<file path="src/hdl/scmpl_pkg.sv">
`default_nettype none
package scmpl_pkg;

  // ==========================================================
  // Register map (byte addresses, one word each)
  localparam logic [3:0] ADDR_MODE   = 4'h0;
  localparam logic [3:0] ADDR_CFG1   = 4'h4;
  localparam logic [3:0] ADDR_CFG2   = 4'h8;
  localparam logic [3:0] ADDR_STATUS = 4'hC;

  // ==========================================================
  // Reset values
  localparam logic [2:0]  MODE_RESET = 3'h0;
  localparam logic [9:0]  CFG1_RESET = 10'h000;
  localparam logic [2:0]  CFG2_RESET = 3'h0;

  // ==========================================================
  // Clock modes
  localparam logic [2:0] CLK_MODE_0 = 3'h0;
  localparam logic [2:0] CLK_MODE_1 = 3'h1;
  localparam logic [2:0] CLK_MODE_4 = 3'h4;
  localparam logic [2:0] CLK_MODE_5 = 3'h5;
  localparam logic [2:0] CLK_MODE_6 = 3'h6;
  localparam logic [2:0] CLK_MODE_7 = 3'h7;

  // First silicon version that shares the crystal more widely
  localparam int unsigned VERSION_TWO = 2;

  // Synchroniser depth
  localparam int unsigned SYNC_STAGES = 2;

  // ==========================================================
  // Request-to-send styles in bus configuration
  typedef enum logic [1:0] {
    RTS_STYLE_MODEM = 2'h0,
    RTS_STYLE_TX    = 2'h1,
    RTS_STYLE_RX    = 2'h2,
    RTS_STYLE_OFF   = 2'h3
  } scmpl_rts_style_t;

  // ==========================================================
  // Register layouts
  typedef struct packed {
    logic idle_fill;
    logic nrzi;
    logic request_send;
  } scmpl_mode_t;

  typedef struct packed {
    logic       master_clock;
    logic       open_drain;
    logic       cd_irq_en;
    logic       cts_irq_en;
    logic       bus_config;
    logic       auto_start;
    logic       sub_b;
    logic [2:0] clock_mode;
  } scmpl_cfg1_t;

  typedef struct packed {
    scmpl_rts_style_t rts_style;
    logic             serial_output_swap;
  } scmpl_cfg2_t;

  typedef struct packed {
    logic cd_chg;
    logic cts_chg;
    logic collision;
    logic rts_pin;
    logic rx_enable;
    logic tx_enable;
    logic collision_data_in;
    logic carrier_detect_in;
    logic clear_to_send_in;
  } scmpl_status_t;

endpackage : scmpl_pkg
`default_nettype wire

</file>
<file path="src/hdl/scmpl_sync.sv">
`timescale 1ns/10ps
`default_nettype none
module scmpl_sync #(
  parameter int unsigned WIDTH = 1
) (
  // Clock and reset
  input  wire logic             clk,
  input  wire logic             rst,
  // Asynchronous in, synchronous out
  input  wire logic [WIDTH-1:0] async_in,
  output var  logic [WIDTH-1:0] sync_out
);

  logic [WIDTH-1:0] meta_r;
  logic [WIDTH-1:0] sync_r;

  always_ff @(posedge clk) begin
    if (rst) begin
      meta_r <= '0;
      sync_r <= '0;
    end else begin
      meta_r <= async_in;
      sync_r <= meta_r;
    end
  end

  assign sync_out = sync_r;

endmodule : scmpl_sync
`default_nettype wire

</file>
<file path="src/hdl/scmpl_top.sv">
`timescale 1ns/10ps
`default_nettype none
// What this block does
// RL1: Request-send bit set drives RTS low
// RL2: Cleared bit: RTS high after transmitter done
// RL3: Bus TX style: RTS follows frame, delayed
// RL4: Bus RX style: RTS low during reception
// RL5: Bus disabled style: RTS always high
// RL6: Transmitter enabled only while CTS low
// RL7: CTS change in either direction flags interrupt
// RL8: Bus line on collision input checks bits
// RL9: Carrier detect general input or auto-start enable
// RL10: Clock mode 1: carrier detect strobes receive
// RL11: Clock mode 5: carrier detect frame sync
// RL12: Carrier detect change flags interrupt
// RL13: Transmit pin push-pull or open drain
// RL14: NRZI idle fill ORs TXD with RTS
// RL15: Swap bit moves transmit onto receive pin
// RL16: Clock modes 4,6,7 use common crystal
// RL17: Version two: also mode 0b, master clock
// RL18: Swap bit moves receive onto transmit pin
// RL19: Two-stage synchronise CTS, CD, collision inputs
// RL20: Change flags stay until status read
module scmpl_top #(
  parameter int unsigned SILICON_VERSION = 2
) (
  // Clock and reset
  input  wire logic        CLK,
  input  wire logic        SYS_RST,
  // Wishbone slave
  input  wire logic        WB_CYC_I,
  input  wire logic        WB_STB_I,
  input  wire logic        WB_WE_I,
  input  wire logic [3:0]  WB_ADR_I,
  input  wire logic [3:0]  WB_SEL_I,
  input  wire logic [31:0] WB_DAT_I,
  output var  logic [31:0] WB_DAT_O,
  output var  logic        WB_ACK_O,
  // Modem pins
  input  wire logic        CLEAR_TO_SEND_IN,
  input  wire logic        CARRIER_DETECT_IN,
  output var  logic        RTS_N_O,
  // Line pins, three signals each
  input  wire logic        TXD_PIN_I,
  output var  logic        TXD_PIN_O,
  output var  logic        TXD_PIN_OE,
  input  wire logic        RXD_PIN_I,
  output var  logic        RXD_PIN_O,
  output var  logic        RXD_PIN_OE,
  // Serial bit clock and crystal
  input  wire logic        BIT_CLK_IN,
  input  wire logic        CRYSTAL_CLOCK_IN,
  // Serial engine side
  input  wire logic        TX_BIT,
  input  wire logic        TX_BUSY,
  input  wire logic        TX_PENDING,
  input  wire logic        TX_FRAME,
  input  wire logic        TX_COLL_BIT,
  input  wire logic        RX_FRAME,
  output var  logic        RX_BIT,
  output var  logic        TX_ENABLE,
  output var  logic        RX_ENABLE,
  output var  logic        RX_STROBE,
  output var  logic        FRAME_SYNC,
  output var  logic        CD_GENERAL,
  output var  logic        COLLISION,
  output var  logic        COMMON_CLK_SEL,
  output var  logic        COMMON_CLK,
  output var  logic        EVENT_IRQ
);

  // ==========================================================
  // Input synchronisers
  localparam int unsigned NSYNC = 6;

  logic [NSYNC-1:0] sync_q;
  logic             cts_s;
  logic             cd_s;
  logic             line_s;
  logic             txd_pin_s;
  logic             rxd_pin_s;
  logic             bclk_s;
  logic             xtal_s;

  scmpl_sync #(
    .WIDTH (NSYNC)
  ) u_sync (
    .clk      (CLK),
    .rst      (SYS_RST),
    .async_in ({CRYSTAL_CLOCK_IN, BIT_CLK_IN, RXD_PIN_I, TXD_PIN_I,
                CARRIER_DETECT_IN, CLEAR_TO_SEND_IN}),
    .sync_out (sync_q)
  ); // [RL19]

  // CTS and collision data share one pin
  assign cts_s     = sync_q[0];
  assign line_s    = sync_q[0];
  assign cd_s      = sync_q[1];
  assign txd_pin_s = sync_q[2];
  assign rxd_pin_s = sync_q[3];
  assign bclk_s    = sync_q[4];
  assign xtal_s    = sync_q[5];

  // ==========================================================
  // Registers
  scmpl_pkg::scmpl_mode_t mode_r;
  scmpl_pkg::scmpl_mode_t mode_nxt;
  scmpl_pkg::scmpl_cfg1_t cfg1_r;
  scmpl_pkg::scmpl_cfg1_t cfg1_nxt;
  scmpl_pkg::scmpl_cfg2_t cfg2_r;
  scmpl_pkg::scmpl_cfg2_t cfg2_nxt;
  logic [31:0]            rdata_r;
  logic [31:0]            rdata_nxt;
  logic                   ack_r;
  logic                   ack_nxt;
  logic                   cts_chg_r;
  logic                   cts_chg_nxt;
  logic                   cd_chg_r;
  logic                   cd_chg_nxt;
  logic                   coll_flag_r;
  logic                   coll_flag_nxt;
  scmpl_pkg::scmpl_status_t status;

  logic access;
  logic wr;
  logic rd_status;

  // ==========================================================
  // Change detection and collision check
  logic cts_d_r;
  logic cd_d_r;
  logic bclk_d_r;
  logic [2:0] arm_r;
  logic cts_edge;
  logic cd_edge;
  logic bclk_rise;
  logic coll_hit;

  // No CTS or CD edges until the history holds real pin samples, not reset zeros
  assign cts_edge  = arm_r[2] & (cts_s ^ cts_d_r);
  assign cd_edge   = arm_r[2] & (cd_s ^ cd_d_r);
  assign bclk_rise = bclk_s & ~bclk_d_r;
  // Sending a one while the shared line reads zero
  assign coll_hit  = cfg1_r.bus_config & TX_FRAME & bclk_rise &
                     TX_BIT & ~line_s; // [RL8]

  always_ff @(posedge CLK) begin
    if (SYS_RST) begin
      cts_d_r  <= 1'b0;
      cd_d_r   <= 1'b0;
      bclk_d_r <= 1'b0;
      arm_r    <= 3'h0;
    end else begin
      arm_r    <= {arm_r[1:0], 1'b1};
      cts_d_r  <= cts_s;
      cd_d_r   <= cd_s;
      bclk_d_r <= bclk_s;
    end
  end

  // ==========================================================
  // Wishbone slave: one wait state, ack is one cycle
  assign access    = WB_CYC_I & WB_STB_I & ~ack_r;
  assign wr        = access & WB_WE_I;
  assign rd_status = access & ~WB_WE_I &
                     (WB_ADR_I == scmpl_pkg::ADDR_STATUS);

  always_comb begin
    status = '{cd_chg:            cd_chg_r,
               cts_chg:           cts_chg_r,
               collision:         coll_flag_r,
               rts_pin:           RTS_N_O,
               rx_enable:         RX_ENABLE,
               tx_enable:         TX_ENABLE,
               collision_data_in: line_s,
               carrier_detect_in: cd_s,
               clear_to_send_in:  cts_s};
  end

  always_comb begin
    mode_nxt  = mode_r;
    cfg1_nxt  = cfg1_r;
    cfg2_nxt  = cfg2_r;
    ack_nxt   = access;
    rdata_nxt = rdata_r;
    if (wr) begin
      case (WB_ADR_I)
        scmpl_pkg::ADDR_MODE: begin
          if (WB_SEL_I[0]) begin
            mode_nxt = WB_DAT_I[2:0]; // [RL1]
          end
        end
        scmpl_pkg::ADDR_CFG1: begin
          if (WB_SEL_I[0]) begin
            cfg1_nxt[7:0] = WB_DAT_I[7:0];
          end
          if (WB_SEL_I[1]) begin
            cfg1_nxt[9:8] = WB_DAT_I[9:8];
          end
        end
        scmpl_pkg::ADDR_CFG2: begin
          if (WB_SEL_I[0]) begin
            cfg2_nxt = WB_DAT_I[2:0];
          end
        end
        default: begin
        end
      endcase
    end
    if (access & ~WB_WE_I) begin
      case (WB_ADR_I)
        scmpl_pkg::ADDR_MODE:   rdata_nxt = {29'h0000000, mode_r};
        scmpl_pkg::ADDR_CFG1:   rdata_nxt = {22'h000000, cfg1_r};
        scmpl_pkg::ADDR_CFG2:   rdata_nxt = {29'h0000000, cfg2_r};
        scmpl_pkg::ADDR_STATUS: rdata_nxt = {23'h000000, status};
        default:                rdata_nxt = 32'h00000000;
      endcase
    end
  end

  // Read clears, but a new event in the same cycle wins
  always_comb begin
    cts_chg_nxt   = cts_chg_r & ~rd_status; // [RL20]
    cd_chg_nxt    = cd_chg_r & ~rd_status; // [RL20]
    coll_flag_nxt = coll_flag_r & ~rd_status;
    if (cts_edge & cfg1_r.cts_irq_en) begin
      cts_chg_nxt = 1'b1; // [RL7]
    end
    if (cd_edge & cfg1_r.cd_irq_en) begin
      cd_chg_nxt = 1'b1; // [RL12]
    end
    if (coll_hit) begin
      coll_flag_nxt = 1'b1;
    end
  end

  always_ff @(posedge CLK) begin
    if (SYS_RST) begin
      mode_r      <= scmpl_pkg::MODE_RESET;
      cfg1_r      <= scmpl_pkg::CFG1_RESET;
      cfg2_r      <= scmpl_pkg::CFG2_RESET;
      rdata_r     <= 32'h00000000;
      ack_r       <= 1'b0;
      cts_chg_r   <= 1'b0;
      cd_chg_r    <= 1'b0;
      coll_flag_r <= 1'b0;
    end else begin
      mode_r      <= mode_nxt;
      cfg1_r      <= cfg1_nxt;
      cfg2_r      <= cfg2_nxt;
      rdata_r     <= rdata_nxt;
      ack_r       <= ack_nxt;
      cts_chg_r   <= cts_chg_nxt;
      cd_chg_r    <= cd_chg_nxt;
      coll_flag_r <= coll_flag_nxt;
    end
  end

  assign WB_DAT_O  = rdata_r;
  assign WB_ACK_O  = ack_r;
  assign EVENT_IRQ = cts_chg_r | cd_chg_r;

  // ==========================================================
  // Request-to-send in modem style
  typedef enum logic [1:0] {
    RTS_IDLE,
    RTS_ASSERT,
    RTS_DRAIN
  } scmpl_rts_state_t;

  scmpl_rts_state_t rts_st_r;
  scmpl_rts_state_t rts_st_nxt;

  always_comb begin
    rts_st_nxt = rts_st_r;
    case (rts_st_r)
      RTS_IDLE: begin
        if (mode_r.request_send) begin
          rts_st_nxt = RTS_ASSERT; // [RL1]
        end
      end
      RTS_ASSERT: begin
        if (!mode_r.request_send) begin
          rts_st_nxt = RTS_DRAIN;
        end
      end
      RTS_DRAIN: begin
        if (mode_r.request_send) begin
          rts_st_nxt = RTS_ASSERT;
        end else if (!TX_BUSY && !TX_PENDING) begin
          rts_st_nxt = RTS_IDLE; // [RL2]
        end
      end
      default: rts_st_nxt = RTS_IDLE;
    endcase
  end

  // ==========================================================
  // Bus style: frame activity delayed one bit clock
  logic bus_tx_r;
  logic bus_tx_nxt;

  always_comb begin
    bus_tx_nxt = bus_tx_r;
    if (bclk_rise) begin
      bus_tx_nxt = TX_FRAME & ~TX_COLL_BIT; // [RL3]
    end
  end

  // Pin outputs are registered
  logic rts_low;
  logic rts_n_r;
  logic rts_n_nxt;
  logic tx_val;
  logic txd_o_r;
  logic txd_o_nxt;
  logic txd_oe_r;
  logic txd_oe_nxt;
  logic rxd_o_r;
  logic rxd_o_nxt;
  logic rxd_oe_r;
  logic rxd_oe_nxt;
  logic line_o;
  logic line_oe;

  always_comb begin
    rts_low = (rts_st_r != RTS_IDLE);
    if (cfg1_r.bus_config) begin
      case (cfg2_r.rts_style)
        scmpl_pkg::RTS_STYLE_TX:  rts_low = bus_tx_r; // [RL3]
        scmpl_pkg::RTS_STYLE_RX:  rts_low = RX_FRAME; // [RL4]
        scmpl_pkg::RTS_STYLE_OFF: rts_low = 1'b0; // [RL5]
        default:                  rts_low = (rts_st_r != RTS_IDLE);
      endcase
    end
    rts_n_nxt = ~rts_low;
    tx_val    = TX_BIT;
    if (mode_r.nrzi && mode_r.idle_fill && !mode_r.request_send) begin
      tx_val = TX_BIT | rts_n_r; // [RL14]
    end
    if (cfg1_r.open_drain) begin
      line_o  = 1'b0;
      line_oe = ~tx_val; // [RL13]
    end else begin
      line_o  = tx_val;
      line_oe = 1'b1; // [RL13]
    end
    txd_o_nxt  = line_o;
    txd_oe_nxt = line_oe;
    rxd_o_nxt  = 1'b0;
    rxd_oe_nxt = 1'b0;
    if (cfg2_r.serial_output_swap) begin
      txd_o_nxt  = 1'b0;
      txd_oe_nxt = 1'b0;
      rxd_o_nxt  = line_o; // [RL15]
      rxd_oe_nxt = line_oe; // [RL15]
    end
  end

  always_ff @(posedge CLK) begin
    if (SYS_RST) begin
      rts_st_r <= RTS_IDLE;
      bus_tx_r <= 1'b0;
      rts_n_r  <= 1'b1;
      txd_o_r  <= 1'b1;
      txd_oe_r <= 1'b0;
      rxd_o_r  <= 1'b0;
      rxd_oe_r <= 1'b0;
    end else begin
      rts_st_r <= rts_st_nxt;
      bus_tx_r <= bus_tx_nxt;
      rts_n_r  <= rts_n_nxt;
      txd_o_r  <= txd_o_nxt;
      txd_oe_r <= txd_oe_nxt;
      rxd_o_r  <= rxd_o_nxt;
      rxd_oe_r <= rxd_oe_nxt;
    end
  end

  assign RTS_N_O    = rts_n_r;
  assign TXD_PIN_O  = txd_o_r;
  assign TXD_PIN_OE = txd_oe_r;
  assign RXD_PIN_O  = rxd_o_r;
  assign RXD_PIN_OE = rxd_oe_r;

  // ==========================================================
  // Receive path, carrier detect roles, enables
  logic mode1;
  logic mode5;
  logic use_xtal;

  assign mode1 = (cfg1_r.clock_mode == scmpl_pkg::CLK_MODE_1);
  assign mode5 = (cfg1_r.clock_mode == scmpl_pkg::CLK_MODE_5);

  // Receive data follows the swap as well
  assign RX_BIT = cfg2_r.serial_output_swap ? txd_pin_s
                                            : rxd_pin_s; // [RL18]

  // Tie CTS low to transmit permanently
  assign TX_ENABLE  = ~cts_s; // [RL6]
  assign CD_GENERAL = cd_s & ~mode1 & ~mode5; // [RL9]
  assign RX_ENABLE  = (!mode1 && !mode5 && cfg1_r.auto_start) ?
                      ~cd_s : 1'b1; // [RL9]
  assign RX_STROBE  = mode1 & ~cd_s; // [RL10]
  assign FRAME_SYNC = mode5 & cd_s; // [RL11]
  assign COLLISION  = coll_hit; // [RL8]

  // ==========================================================
  // Common crystal selection
  always_comb begin
    use_xtal = (cfg1_r.clock_mode == scmpl_pkg::CLK_MODE_4) ||
               (cfg1_r.clock_mode == scmpl_pkg::CLK_MODE_6) ||
               (cfg1_r.clock_mode == scmpl_pkg::CLK_MODE_7); // [RL16]
    if (SILICON_VERSION >= scmpl_pkg::VERSION_TWO) begin
      if ((cfg1_r.clock_mode == scmpl_pkg::CLK_MODE_0 && cfg1_r.sub_b) ||
          cfg1_r.master_clock) begin
        use_xtal = 1'b1; // [RL17]
      end
    end
  end

  assign COMMON_CLK_SEL = use_xtal;
  // Sampled crystal only; fine clocks need a real mux
  assign COMMON_CLK     = use_xtal & xtal_s;

endmodule : scmpl_top
`default_nettype wire

</file>
<file path="config.mk">
export PLATFORM = sky130hd
export DESIGN_NAME = scmpl_top
export DESIGN_NICKNAME = d
export VERILOG_FILES = /design/src/hdl/scmpl_pkg.sv /design/src/hdl/scmpl_sync.sv /design/src/hdl/scmpl_top.sv
export SDC_FILE = /design/constraint.sdc
export NUM_CORES = 1
export LEC_CHECK = 0
export BUFFER_PORTS_ARGS = -buffer_cell sky130_fd_sc_hd__buf_2
export CAP_MARGIN = 20
export CORE_AREA = 10 10 80 82
export DETAILED_ROUTE_END_ITERATION = 7
export DIE_AREA = 0 0 90 92
export GPL_ROUTABILITY_DRIVEN = 0
export PLACE_DENSITY_LB_ADDON = 0.05
export SYNTH_ARGS = -nofsm -noshare
export SYNTH_HDL_FRONTEND = slang
export SYNTH_SLANG_ARGS = --single-unit
</file>
<file path="constraint.sdc">
create_clock -name CLK -period 2.6 [get_ports CLK]
set_clock_uncertainty 0.2 [all_clocks]
set_input_delay 0.13 -clock CLK [delete_from_list [all_inputs] [get_ports CLK]]
set_output_delay 0.13 -clock CLK [all_outputs]
set_load 0.1 [all_outputs]
</file>
==> results.ini, run 1 <==
[sta]
timing.setup.tns_ps=0
final-hold-violation-count=0
fmax_mhz=529
rsz0062_at_grt=no
slew_headroom=0.659
worstMarginPinSlew_ps=512
min_period_over_period=0.727
min_period_ps=1890
slew_violations=0
setup_viol=0

[finish]
final_area_um2=2960
final_nets=379
instances_no_fill=393
area_growth_pct=25.4
drive_above_1_share=0.245
diodes=0

[synth]
synthTopCellsByArea=dfxtp_1, mux2i_1, buf_4, nor2b_1, nor2_1
synthArstFlopShare=0
yosysMostFrequentCell=dfxtp_1
synth_cell_types=43
syn_area_per_cell_um2=9.69
yosysWarnings=0
synthFlopType=dfxtp_1
synth_area_um2=2360
yosysTopAreaCellShare=0.474
synth.cells.most_frequent=dfxtp_1, nor2_1, buf_4, mux2i_1, nor2b_1
synth_edf_count=0
synthCells=244
synth.largest_area_cell=dfxtp_1
ys_ff_latch=56
yosysSeqAreaShare=0.474

[clock_network]
cts_buffers=5
cts.path.max_buffers=2
htreeDepth=2
cts.clk_slew.worst_paths_ps=100
clkLatencyLatePin_ps=310
clockRootBuffer=clkbuf_8
cts_num_sinks=56
post_cts_buffers=0
tritoncts=built

[global_route]
grt_usage=0.144
grt_pass1_wl_um=9850
grt_overflow=0
antenna_found_initial=0
grt_pass1_vias=1948
grt_max_degree=28

[placed_design]
dp.cells=363
dp_hpwl_um=4290
place_area_um2=2630
port_buffers=58

[setup_path]
crit_cells=3
crit_chain=nand4b_1, nor2_1, buf_2
crit_slowest_cell=buf_2
critPathKind=register to output pin
critical_path.max_stage_delay_ps=460
crit_family=buffers and inverters
critPathLaunchType=register
crit_required_ps=2270
path_buf_inv=1
cp.arrival_ps=1560
worst-path-max-fanout=6
endpoint_kind=output pin
r2r_cells=3

[power]
leakagePower_nw=1.37
ir_worst_vdd_uv=453
powerDensity_nw_per_um2=592
power_w=0.00175

[drt]
post-route-drc-count=0
firstDrtPassIters=6
via_per_inst=4.78
ant_nets=0
first_iter_violations=116
routed_wl_um=5860
num_vias=1879
wl_per_cell_um=14.9

[flow_run]
cap_violations=0

[die]
start_util=0.481
fp.dieArea_um2=8280
core_um2=4910
dieWidth_um=90
pin_count=105
die_y_um=92
rows=26

[worst_hold_path]
hold-path-cell-count=4
hp-class=primary input to register

[outcome]
status=finished clean

## worst reg2reg max path, stage by stage (launching register included)
cell and delay [ps]:
dfxtp_1 350, or3_1 570, or4_1 460, o21ai_1 110
## cell usage in the layout (no fill, tap or decap), types with 2 or more instances in the layout
master,Yosys,final
nand2_1,10,10
a31oi_1,2,2
nand3_1,6,6
dfxtp_1,56,56
a32o_1,2,2
mux2_2,5,5
a21oi_1,8,8
xor2_1,2,2
mux2i_1,22,22
buf_2,2,58
dlygate4sd3_1,0,22
nor2b_1,19,19
or3_1,2,2
and2_1,3,3
nor3b_1,2,2
nor4b_4,2,2
o22ai_1,3,3
o21ai_0,4,4
nor3_1,4,3
and3_1,2,2
clkbuf_8,0,5
inv_1,7,7
conb_1,1,22
nor2_1,29,29
nand2b_1,2,2
a22oi_1,5,5
## cells by family (layout without fill, tap and decap cells)
logic type / after synthesis / after routing / synth area share
other: 1 / 22 / 0.00159
and+or+nand+nor: 89 / 89 / 0.214
buffers and inverters: 38 / 96 / 0.0995
xor gates and xnor gates: 2 / 2 / 0.00741
DFF: 56 / 56 / 0.474
muxes: 27 / 27 / 0.117
AOI/OAI and AO/OA: 31 / 31 / 0.0858
## final timing paths
| path | startpoint | end | slack, ps |
|---|---|---|---|
| setup / recovery | u_sync.sync_out[0]$_SDFF_PP0_ | COLLISION | 710 |
| hold reg to reg | u_sync.meta_r[2]$_SDFF_PP0_ | u_sync.sync_out[2]$_SDFF_PP0_ | 240 |
| hold / removal | WB_SEL_I[1] | cfg1_r[9]$_SDFFE_PP0P_ | 10 |
| setup reg to reg | WB_ACK_O$_SDFF_PP0_ | WB_DAT_O[4]$_SDFFE_PP0P_ | 860 |
## power by group
part           total (W)  internal [W]  switching [W]
clock           0.000581      0.000290       0.000291
sequential      0.000880      0.000873     0.00000699
combinational   0.000293     0.0000645       0.000229
## timing repair
| action | in CTS | in global routing |
|---|---|---|
| gates resized for setup | 0 | 0 |
| hold buffers | 22 | 0 |
| endpoints found under the hold margin | 27 | 0 |
## stage by stage
stage                     hold WS [ps]  utilization  setup slack (ps)
after floorplan                   39.0            -              99.7
after global placement             137        0.535               878
after detailed placement           145        0.535               873
after CTS                         5.58        0.603               694
after global routing              26.8        0.603               613
final                             11.6        0.603               709
## sequential cells by signal (all words and copies together), names as in the netlist
signal           flops
RXD_PIN_OE           1
TXD_PIN_O            1
rts_st_r             2
cd_chg_r             1
u_sync.sync_out      6
cts_chg_r            1
arm_r                3
WB_ACK_O             1
u_sync.meta_r        6
RXD_PIN_O            1
cfg1_r              10
cfg2_r               3
RTS_N_O              1
bus_tx_r             1
bclk_d_r             1
coll_flag_r          1
WB_DAT_O            10
mode_r               3
TXD_PIN_OE           1
cts_d_r              1
cd_d_r               1
## routing by layer
layer	vias up	global-route usage	wire (µm)
met5	-	0	0
met4	0	0.0318	43
met3	5	0.0562	442
met2	54	0.245	2840
met1	871	0.168	2530
li1	949	-	-
## layout make-up
type | instances | area, µm²
clock inverter | 3 | 46.3
timing repair buffer | 81 | 518
clock buffer | 5 | 68.8
fill | 450 | 1950
tap | 70 | 87.6
inverter | 7 | 26.3
sequential | 56 | 1120
multi-input combinational | 171 | 1090
Power figures use the tool's default switching activity.
==> run 2: changes to the inputs <==
--- a/config.mk
+++ b/config.mk
@@ -7,9 +7,9 @@
 export LEC_CHECK = 0
 export BUFFER_PORTS_ARGS = -buffer_cell sky130_fd_sc_hd__buf_2
 export CAP_MARGIN = 20
-export CORE_AREA = 10 10 80 82
+export CORE_AREA = 10 10 82 84
 export DETAILED_ROUTE_END_ITERATION = 7
-export DIE_AREA = 0 0 90 92
+export DIE_AREA = 0 0 92 94
 export GPL_ROUTABILITY_DRIVEN = 0
 export PLACE_DENSITY_LB_ADDON = 0.05
 export SYNTH_ARGS = -nofsm -noshare
==> constraint.sdc (replaced) <==
create_clock -name CLK -period 1.9 [get_ports CLK]
set_clock_uncertainty 0.2 [all_clocks]
set_input_delay 0.095 -clock CLK [delete_from_list [all_inputs] [get_ports CLK]]
set_output_delay 0.095 -clock CLK [all_outputs]
set_load 0.1 [all_outputs]
==> run 2 against run 1 <==
  * Non-clock buffer count grew 7
  * Sequential share of layout area shrank 0.82 points
  * Combinational power grew 40%
  * Global-route usage shrank 1.1 points
==> results.ini, run 2 (same netlist as run 1, synthesis figures left out) <==
[placed_design]
dp.cells=365  ; +0.55%
port_buffers=58  ; unchanged
dp_hpwl_um=4230  ; -1.5%

[drt]
post-route-drc-count=0  ; unchanged
first_iter_violations=59  ; -49%
firstDrtPassIters=4  ; -2
via_per_inst=4.63  ; -3.2%
ant_nets=0  ; unchanged
wl_per_cell_um=14.1  ; -5.8%
routed_wl_um=5620  ; -4.2%
num_vias=1851  ; -1.5%

[setup_path]
crit_required_ps=1600  ; -670 ps
critPathKind=register to output pin
crit_cells=3  ; unchanged
worst-path-max-fanout=5  ; -1
cp.arrival_ps=1520  ; -40 ps
crit_chain=nand2b_1, and2_1, buf_2
crit_slowest_cell=buf_2
crit_family=buffers and inverters
path_buf_inv=1  ; unchanged
critical_path.max_stage_delay_ps=420  ; -40 ps
r2r_cells=5  ; +2
endpoint_kind=output pin
critPathLaunchType=register
rrSetupSlack_ps=310  ; -550 ps

[sta]
slew_violations=0  ; unchanged
fmax_mhz=550
min_period_ps=1820
final-hold-violation-count=0  ; unchanged
min_period_over_period=0.958
setup_viol=0  ; unchanged
timing.setup.tns_ps=0  ; unchanged
rsz0062_at_grt=no

[finish]
multiInputGateArea_um2=1120  ; +2.1%
diodes=0  ; unchanged
drive_above_1_share=0.258  ; +0.0130
fillers=455  ; +1.1%
area_growth_pct=28.3
post-route-util=0.597  ; -0.00577
layout_commonest_cell=buf_2
instances_no_fill=400  ; +1.8%
regArea_um2=1120  ; +0.11%
layout_common_cells=buf_2, dfxtp_1, nor2_1, dlygate4sd3_1
final_nets=386  ; +1.8%

[clock_network]
clockRootBuffer=clkbuf_8
tritoncts=built
cts_num_sinks=56  ; unchanged
cts.path.max_buffers=2  ; unchanged
post_cts_buffers=0  ; unchanged
htreeDepth=2  ; unchanged
clkLatencyLatePin_ps=310  ; about the same
cts.clk_slew.worst_paths_ps=100  ; about the same
cts_buffers=5  ; unchanged

[global_route]
antenna_found_initial=0  ; unchanged
grt_overflow=0  ; unchanged
grt_max_degree=21  ; -25%
grt_pass1_wl_um=9430  ; -4.3%
grt_pass1_vias=1866  ; -4.2%
grt_usage=0.133  ; -0.0113

[die]
core_um2=5070  ; +3.3%
die_y_um=94  ; +2.2%
fp.dieArea_um2=8650  ; +4.4%
start_util=0.466  ; -0.0154
dieWidth_um=92  ; +2.2%
pin_count=105  ; unchanged
rows=26  ; unchanged

[worst_hold_path]
hold-path-cell-count=4  ; unchanged
hp-class=primary input to register

[flow_run]
cap_violations=0  ; unchanged

[power]
leakagePower_nw=1.38  ; +0.81%
ir_worst_vdd_uv=442  ; -2.4%
powerDensity_nw_per_um2=748  ; +26%

[outcome]
status=finished clean

[run 2: path summary, 6_finish.rpt]
kind                                                  start                       endpoint
worst min-delay path                            WB_SEL_I[1]         cfg1_r[9]$_SDFFE_PP0P_
worst min register to register  u_sync.meta_r[0]$_SDFF_PP0_  u_sync.sync_out[0]$_SDFF_PP0_
worst max-delay path                 cfg1_r[1]$_SDFFE_PP0P_                     CD_GENERAL
worst max register to register     rts_st_r[0]$_SDFFE_PP0P_       rts_st_r[1]$_SDFFE_PP0P_
[run 2: through the flow]
step / total power [W] / cell area, µm² / hold slack [ps] / worst slack, ps
floorplan: 0.00157 / 2470 / 4.02 / -317
global placement: 0.00160 / 2660 / 103 / 254
detailed placement: 0.00160 / 2660 / 111 / 250
CTS: 0.00228 / 3020 / 5.63 / 34.4
global route: 0.00235 / 3030 / 1.34 / 6.38
finish: 0.00227 / 3030 / 2.11 / 80.6
[run 2: power breakdown]
group / total, W / switching, W / internal (W)
combinational: 0.000410 / 0.000315 / 0.0000953
sequential: 0.00120 / 0.00000938 / 0.00119
clock: 0.000653 / 0.000391 / 0.000262
total: 0.00227 / 0.000715 / 0.00155
[run 2: layout make-up]
type,instances,area share
Clock inverter,3,0.00784
Inverter,7,0.00867
Sequential cell,56,0.370
Clock buffer,5,0.0227
Timing Repair Buffer,88,0.193
Multi-Input combinational cell,171,0.369
Tap cell,70,0.0289
[run 2: what timing repair did]
action                                  CTS  global route
hold buffers                             27             0
endpoints found under the hold margin    36             0
resized for setup                         0             2
endpoints found under the setup margin    0             2
[run 2: worst min-delay path: cells and delay by family]
| family | cells | cell delay [ps] |
|---|---|---|
| mux | 1 | 90 |
| buf+inv | 1 | 100 |
| simple gates | 2 | 190 |
[run 2: routing by layer]
layer,up-vias,GRT usage,wire [µm]
li1,960,-,-
met1,822,0.158,2530
met2,62,0.214,2520
met3,7,0.0544,496
met4,0,0.0424,67
met5,-,0,0
